==> src/flp_pkg.sv <==
// flp_pkg: constants for the fuse programmer controller
// assumes a 250 MHz i_mclk; analog levels are steered by select outputs
// Operation
// - leave unused array links intact
// - setup: supply low, address, pulse high, enable low
// - program cycle steps spaced by sequence delay
// - verify pulse; status high means blown
// - same term: new variable address, repeat
// - new term: both addresses, repeat
// - at most two attempts, pulse 0.3-0.5 ms
// - sequence delay 10 us, verify 1 us
package flp_pkg;
  localparam int unsigned CLK_MHZ = 250;
  localparam int unsigned SEQ_DELAY_US = 10;
  localparam int unsigned FUSE_PULSE_US = 400;
  localparam int unsigned VERIFY_TIME_US = 1;
  localparam int unsigned SEQ_DELAY_CYC = SEQ_DELAY_US * CLK_MHZ;
  localparam int unsigned FUSE_PULSE_CYC = FUSE_PULSE_US * CLK_MHZ;
  localparam int unsigned VERIFY_CYC = VERIFY_TIME_US * CLK_MHZ;
  localparam int unsigned MAX_ATTEMPTS = 2;
  localparam int unsigned ROW_W = 6;
  localparam int unsigned COL_W = 6;
  localparam int unsigned CNT_W = 20;
  typedef enum logic [3:0] {
    FLP_IDLE, FLP_SETUP, FLP_PWR, FLP_EN_UP, FLP_FS_UP, FLP_PULSE,
    FLP_FS_DN, FLP_EN_DN, FLP_VGAP, FLP_VER, FLP_DONE
  } flp_state_t;
endpackage : flp_pkg

==> src/flp_timer.sv <==
// flp_timer: loadable down counter giving one-cycle done pulse
// assumes load is a single-cycle pulse from the sequencer
`timescale 1ns/100ps
module flp_timer #(
  parameter int unsigned W = flp_pkg::CNT_W
) (
  // clock and reset
  input wire logic i_mclk,
  input wire logic i_rst_n,
  // control
  input wire logic i_load,
  input wire logic [W-1:0] i_count,
  // status
  output logic o_done
);
  logic [W-1:0] cnt_q;
  logic [W-1:0] cnt_d;
  logic run_q;
  logic run_d;
  always_comb
  begin
    cnt_d = cnt_q;
    run_d = run_q;
    o_done = run_q && (cnt_q == '0);
    if (i_load)
    begin
      cnt_d = i_count - W'(1);
      run_d = 1'b1;
    end
    else if (run_q)
    begin
      if (cnt_q == '0)
        run_d = 1'b0;
      else
        cnt_d = cnt_q - W'(1);
    end
  end
  always_ff @(posedge i_mclk or negedge i_rst_n)
  begin
    if (!i_rst_n)
    begin
      cnt_q <= '0;
      run_q <= 1'b0;
    end
    else
    begin
      cnt_q <= cnt_d;
      run_q <= run_d;
    end
  end
endmodule : flp_timer

==> src/flp_programmer.sv <==
// flp_programmer: drives the program-verify sequence of one fuse
// assumes external switches turn the level selects into analog levels
`timescale 1ns/100ps
module flp_programmer #(
  parameter int unsigned SEQ_CYC = flp_pkg::SEQ_DELAY_CYC,
  parameter int unsigned PULSE_CYC = flp_pkg::FUSE_PULSE_CYC,
  parameter int unsigned VER_CYC = flp_pkg::VERIFY_CYC,
  parameter int unsigned ATTEMPTS = flp_pkg::MAX_ATTEMPTS
) (
  // clock and reset
  input wire logic i_mclk,
  input wire logic i_rst_n,
  // user command
  input wire logic i_start,
  input wire logic [flp_pkg::ROW_W-1:0] i_row,
  input wire logic [flp_pkg::COL_W-1:0] i_col,
  output logic o_busy,
  output logic o_done,
  output logic o_pass,
  output logic [7:0] o_fail_count,
  // device pins
  output logic [flp_pkg::ROW_W-1:0] o_row_addr,
  output logic [flp_pkg::COL_W-1:0] o_col_addr,
  output logic o_addr_oe,
  output logic o_supply_program_sel,
  output logic o_fuse_supply_program_sel,
  output logic o_pulse_line,
  output logic o_program_enable_line,
  input wire logic i_verify_status_line
);
  flp_pkg::flp_state_t st_q, st_d;
  logic [flp_pkg::ROW_W-1:0] row_q, row_d;
  logic [flp_pkg::COL_W-1:0] col_q, col_d;
  logic [1:0] try_q, try_d;
  logic pass_q, pass_d;
  logic done_q, done_d;
  logic vcc_q, vcc_d;
  logic fsp_q, fsp_d;
  logic pls_q, pls_d;
  logic en_q, en_d;
  logic [7:0] fail_q, fail_d;
  logic ld;
  logic [flp_pkg::CNT_W-1:0] ld_cnt;
  logic tdone;

  flp_timer #(.W(flp_pkg::CNT_W)) u_timer (
    .i_mclk(i_mclk),
    .i_rst_n(i_rst_n),
    .i_load(ld),
    .i_count(ld_cnt),
    .o_done(tdone)
  );

  always_comb
  begin
    st_d = st_q;
    row_d = row_q;
    col_d = col_q;
    try_d = try_q;
    pass_d = pass_q;
    done_d = 1'b0;
    vcc_d = vcc_q;
    fsp_d = fsp_q;
    pls_d = pls_q;
    en_d = en_q;
    fail_d = fail_q;
    ld = 1'b0;
    ld_cnt = flp_pkg::CNT_W'(SEQ_CYC);
    case (st_q)
      flp_pkg::FLP_IDLE:
        if (i_start)
        begin
          // a new address covers both same-term and new-term steps
          row_d = i_row;
          // only the commanded link is fused, every other stays intact
          col_d = i_col;
          try_d = 2'h0;
          pass_d = 1'b0;
          vcc_d = 1'b0;
          fsp_d = 1'b0;
          pls_d = 1'b1;
          en_d = 1'b0;
          ld = 1'b1;
          st_d = flp_pkg::FLP_SETUP;
        end
      flp_pkg::FLP_SETUP:
        if (tdone)
        begin
          vcc_d = 1'b1;
          ld = 1'b1;
          st_d = flp_pkg::FLP_PWR;
        end
      flp_pkg::FLP_PWR:
        if (tdone)
        begin
          en_d = 1'b1;
          ld = 1'b1;
          st_d = flp_pkg::FLP_EN_UP;
        end
      flp_pkg::FLP_EN_UP:
        if (tdone)
        begin
          fsp_d = 1'b1;
          ld = 1'b1;
          st_d = flp_pkg::FLP_FS_UP;
        end
      flp_pkg::FLP_FS_UP:
        if (tdone)
        begin
          pls_d = 1'b0;
          ld = 1'b1;
          ld_cnt = flp_pkg::CNT_W'(PULSE_CYC);
          try_d = try_q + 2'h1;
          st_d = flp_pkg::FLP_PULSE;
        end
      flp_pkg::FLP_PULSE:
        if (tdone)
        begin
          pls_d = 1'b1;
          ld = 1'b1;
          st_d = flp_pkg::FLP_FS_DN;
        end
      flp_pkg::FLP_FS_DN:
        if (tdone)
        begin
          fsp_d = 1'b0;
          ld = 1'b1;
          st_d = flp_pkg::FLP_EN_DN;
        end
      flp_pkg::FLP_EN_DN:
        if (tdone)
        begin
          en_d = 1'b0;
          ld = 1'b1;
          st_d = flp_pkg::FLP_VGAP;
        end
      flp_pkg::FLP_VGAP:
        if (tdone)
        begin
          pls_d = 1'b0;
          ld = 1'b1;
          ld_cnt = flp_pkg::CNT_W'(VER_CYC);
          st_d = flp_pkg::FLP_VER;
        end
      flp_pkg::FLP_VER:
        if (tdone)
        begin
          pls_d = 1'b1;
          ld = 1'b1;
          // sampled at end of verify time; low means not blown
          if (i_verify_status_line)
          begin
            pass_d = 1'b1;
            st_d = flp_pkg::FLP_DONE;
          end
          else if (32'(try_q) < ATTEMPTS)
            st_d = flp_pkg::FLP_PWR;
          else
          begin
            fail_d = fail_q + 8'h01;
            st_d = flp_pkg::FLP_DONE;
          end
        end
      flp_pkg::FLP_DONE:
        if (tdone)
        begin
          // supply dropped so the next address is set up cold
          vcc_d = 1'b0;
          done_d = 1'b1;
          st_d = flp_pkg::FLP_IDLE;
        end
      default:
        st_d = flp_pkg::FLP_IDLE;
    endcase
  end

  always_ff @(posedge i_mclk or negedge i_rst_n)
  begin
    if (!i_rst_n)
    begin
      st_q <= flp_pkg::FLP_IDLE;
      row_q <= '0;
      col_q <= '0;
      try_q <= 2'h0;
      pass_q <= 1'b0;
      done_q <= 1'b0;
      vcc_q <= 1'b0;
      fsp_q <= 1'b0;
      pls_q <= 1'b1;
      en_q <= 1'b0;
      fail_q <= 8'h00;
    end
    else
    begin
      st_q <= st_d;
      row_q <= row_d;
      col_q <= col_d;
      try_q <= try_d;
      pass_q <= pass_d;
      done_q <= done_d;
      vcc_q <= vcc_d;
      fsp_q <= fsp_d;
      pls_q <= pls_d;
      en_q <= en_d;
      fail_q <= fail_d;
    end
  end

  assign o_busy = (st_q != flp_pkg::FLP_IDLE);
  assign o_done = done_q;
  assign o_pass = pass_q;
  assign o_fail_count = fail_q;
  assign o_row_addr = row_q;
  assign o_col_addr = col_q;
  assign o_addr_oe = o_busy;
  assign o_supply_program_sel = vcc_q;
  assign o_fuse_supply_program_sel = fsp_q;
  assign o_pulse_line = pls_q;
  assign o_program_enable_line = en_q;

  fuse_only_enabled_a: assert property (
    @(posedge i_mclk) disable iff (!i_rst_n)
    fsp_q |-> en_q && vcc_q)
    else $error("fuse supply without enable");
  pulse_needs_fuse_a: assert property (
    @(posedge i_mclk) disable iff (!i_rst_n)
    (st_q == flp_pkg::FLP_PULSE) |-> !pls_q && fsp_q)
    else $error("program pulse without fuse supply");
  verify_pulse_low_a: assert property (
    @(posedge i_mclk) disable iff (!i_rst_n)
    (st_q == flp_pkg::FLP_VER) |-> !pls_q && !en_q && !fsp_q)
    else $error("verify pulse state wrong");
  attempts_bounded_a: assert property (
    @(posedge i_mclk) disable iff (!i_rst_n)
    32'(try_q) <= ATTEMPTS)
    else $error("too many attempts");
  setup_levels_a: assert property (
    @(posedge i_mclk) disable iff (!i_rst_n)
    (st_q == flp_pkg::FLP_SETUP) |-> !vcc_q && pls_q && !en_q && !fsp_q)
    else $error("setup levels wrong");
  addr_stable_a: assert property (
    @(posedge i_mclk) disable iff (!i_rst_n)
    (o_busy && $past(o_busy)) |-> $stable(row_q) && $stable(col_q))
    else $error("address moved in cycle");
  fail_counted_a: assert property (
    @(posedge i_mclk) disable iff (!i_rst_n)
    (st_q == flp_pkg::FLP_VER && tdone && !i_verify_status_line &&
     32'(try_q) >= ATTEMPTS) |=> fail_q == $past(fail_q) + 8'h01)
    else $error("failure not recorded");
  enable_step_a: assert property (
    @(posedge i_mclk) disable iff (!i_rst_n)
    $rose(en_q) |-> ##[1:2] (st_q == flp_pkg::FLP_EN_UP) && !fsp_q)
    else $error("enable step order wrong");
endmodule : flp_programmer

==> config.mk <==
export PLATFORM = sky130hd
export DESIGN_NAME = flp_programmer
export DESIGN_NICKNAME = d
export VERILOG_FILES = /design/src/flp_pkg.sv /design/src/flp_timer.sv /design/src/flp_programmer.sv
export SDC_FILE = /design/constraint.sdc
export NUM_CORES = 1
export LEC_CHECK = 0
export BUFFER_PORTS_ARGS = -buffer_cell sky130_fd_sc_hd__buf_4
export CELL_PAD_IN_SITES_DETAIL_PLACEMENT = 0
export CELL_PAD_IN_SITES_GLOBAL_PLACEMENT = 2
export CORE_MARGIN = 4
export CORE_UTILIZATION = 30
export CTS_CLUSTER_SIZE = 28
export DETAILED_ROUTE_END_ITERATION = 6
export PLACE_DENSITY = 0.72
export SYNTH_ARGS = -nofsm -noshare
export SYNTH_HDL_FRONTEND = slang
export SYNTH_HIERARCHICAL = 1
export SYNTH_SLANG_ARGS = --single-unit
==> constraint.sdc <==
create_clock -name i_mclk -period 13.15 [get_ports i_mclk]
set_clock_uncertainty 0.2 [all_clocks]
set_input_delay 2.63 -clock i_mclk [delete_from_list [all_inputs] [get_ports i_mclk]]
set_output_delay 2.63 -clock i_mclk [all_outputs]
set_load 0.01 [all_outputs]
==> out/metrics.cfg <==
[sta]
slew_violations=0
setup_slack_ns=7.549
fmax_mhz=178.5
holdWs_ns=0.2846
fin_crit_sh_pct=42.59
worst_slew_pin_slew_ns=0.9731
finalSetupViolCount=0
setup_tns_ns=0
finalHoldViolations=0
slew_headroom_pct=34.63
grt_setup_unrepaired=false
final.min_clock_period_ns=5.601

[cts]
cts-resized-gates=0
cts_max_level=2
clockBufferDepth=2
numCtsBuffers=5
clockRootBuffer=clkbuf_8
clock_latency_ns=0.32
cts_tree=built
post_cts_buffers=0
clk_pin_slew_ns=0.11
cts_hold_buf=0
clock_sinks=53

[grt]
grt_pass1_wl_um=13930
grtUsageTotal_pct=13.33
grt_start_max_net_pins=54
antenna_found_initial=0
grt_pass1_vias=2661
grt_overflow_total=0

[final_layout]
fillers=1113
final_cell_mix=dfrtp_1 (52), buf_4 (44), nor2_1 (28)
area_growth_pct=17.49
antennaDiodeCount=0
fin_nets=402
final_common_cell=dfrtp_1
drive_gt1_share_pct=20.52

[pwr]
sequentialPowerShare_pct=51.4
switching_share_pct=34.93
switchingPower_mw=0.1483
power.total_mw=0.4247
p_leak_nw=1.622
p_clk_share_pct=24.3
power_frac_comb_pct=24.3
cell_internal_pwr_mw=0.2764
peakVddDrop_uv=42.29
power_density_nw_per_um2=109.2

[hold_path]
worstHoldPathType=reg -> reg

[yosys]
synth_seq_cells=53
syn-cell-area_um2=3312
yosysSeqAreaShare_pct=40.08
synth_top_area_share_pct=39.29
synthArstFlopShare_pct=100.0
yosysUniqueCellTypes=63
synth.avg_cell_area_um2=9.946
synth.area.top_cells=dfrtp_1 (39%), xnor2_1 (5.6%), xor2_1 (5.3%)
yosysWarningCount=6
synth_edf_count=0
synthCells=333
synth-main-ff-cell=dfrtp_1
yosys.area.top_type=dfrtp_1

[drt]
drtIter0Drc=97
drc_errors=0
via_count=2565
wl_um=7960
dr.pass1.iters=4
vias_per_cell=4.886
routedWlPerCell_um=15.16
antenna_left=0

[floorplan]
dieHeight_um=113.1
rows=38
floorplan.core_area_um2=10840
die_x_um=113.1
io_pins=44
start_util_pct=30.55
die_area_um2=12780

[critical_path]
cp-start-kind=input pin
cp.arrival_ns=5.62
crit_fanout=47
criticalPathCategory=in -> reg
critPathRequiredTime_ns=13.17
crit_path_end_kind=flop

[job]
max-cap-violations=0

[status]
status=complete, no violations

[placed_design]
dp_worst_setup_slack_ns=7.205
io_buffers=43
dp_hpwl_um=5416
gp_congestion=0.7429

worst paths after layout:
kind | start | end | slack (ns) | depth (start not counted)
min | o_fail_count[7] | o_fail_count[7] | 0.28 | 1
min reg2reg | o_fail_count[7] | o_fail_count[7] | 0.28 | 1
max | i_start | u_timer/cnt_q[14] | 7.55 | 11
max in group asynchronous | i_rst_n | o_row_addr[0] | 10.12 | 1
max reg2reg | u_timer/cnt_q[13] | u_timer/cnt_q[14] | 7.77 | 14
min in group asynchronous | i_rst_n | u_timer/cnt_q[13] | 2.16 | 1
routing by layer:
| metal | global-route usage (%) | routed length [µm] | share of wire (%) | vias up |
|---|---|---|---|---|
| met5 | 0 | 0 | 0 | - |
| met4 | 2.644 | 74 | 0.93 | 0 |
| met3 | 3.155 | 301 | 3.8 | 5 |
| met2 | 20.85 | 3651 | 46 | 41 |
| met1 | 18.91 | 3933 | 49 | 1245 |
| li1 | - | - | - | 1274 |
sequential cells by signal, indices dropped and copies added, names as in the netlist:
signal                     cells
u_timer/run_q                  1
o_row_addr                     6
st_q                           4
o_fuse_supply_program_sel      1
o_done                         1
o_pulse_line                   1
o_program_enable_line          1
o_col_addr                     6
o_pass                         1
o_fail_count                   8
o_supply_program_sel           1
u_timer/cnt_q                 20
try_q                          2
stage by stage:
step | instances | utilization [%] | instance area, µm²
2_1_floorplan | 352 | - | 3383
3_3_place_gp | 517 | 35.00 | 3794
3_5_place_dp | 517 | 35.00 | 3794
4_1_cts | 525 | 35.90 | 3891
5_1_grt | 525 | 35.90 | 3891
6_report | 525 | 35.90 | 3891
power by group through the flow:
stage | clock network (mW) | logic [mW] | registers [mW]
global route | 0.118 | 0.118 | 0.222
detailed placement | 0 | 0.104 | 0.222
global placement | 0 | 0.103 | 0.222
finish | 0.103 | 0.103 | 0.218
floorplan | 0 | 0.0803 | 0.211
CTS | 0.111 | 0.105 | 0.219
synth_stat cells (4+ instances only):
library cell and count:
dfrtp_1 52, nor2_1 28, nor3_1 21, xnor2_1 21
xor2_1 20, nand2_1 18, mux2i_1 17, o21ai_0 12
a21oi_1 10, clkbuf_1 10, inv_1 9, nand3_1 9
mux2_4 8, nor3b_1 7, nor4_1 7, mux2_2 5
nand4_1 4, o21a_1 4, or4_1 4
layout make-up:
| type | instances | area (µm²) | share of cell area (%) |
|---|---|---|---|
| multi-input combinational | 270 | 1923 | 49.42 |
| sequential | 53 | 1328 | 34.12 |
| timing repair buffer | 44 | 330.3 | 8.489 |
| tap | 140 | 175.2 | 4.502 |
| clock buffer | 5 | 68.82 | 1.768 |
| inverter | 10 | 37.54 | 0.9646 |
| clock inverter | 3 | 28.78 | 0.7396 |
critical path: stages:
cell	delay [ns]
buf_4	0.10
a22oi_1	0.09
o31ai_4	0.21
buf_4	0.50
mux2i_1	0.28
ha_1	0.26
o21ai_0	0.16
nor4_2	0.74
and3_1	0.31
nand2_1	0.06
a32o_1	0.25
cell families after synthesis:
family / count (synthesis) / share of synthesized area (%)
mux: 31 / 10.80
other cells: 2 / 0.2268
buf+inv: 29 / 4.420
flops: 53 / 40.08
simple gates: 122 / 21.00
fa+ha+maj: 2 / 0.7555
xor+xnor: 41 / 10.84
compound gates: 53 / 11.86
Note: power is estimated with default switching activity, not from simulation.
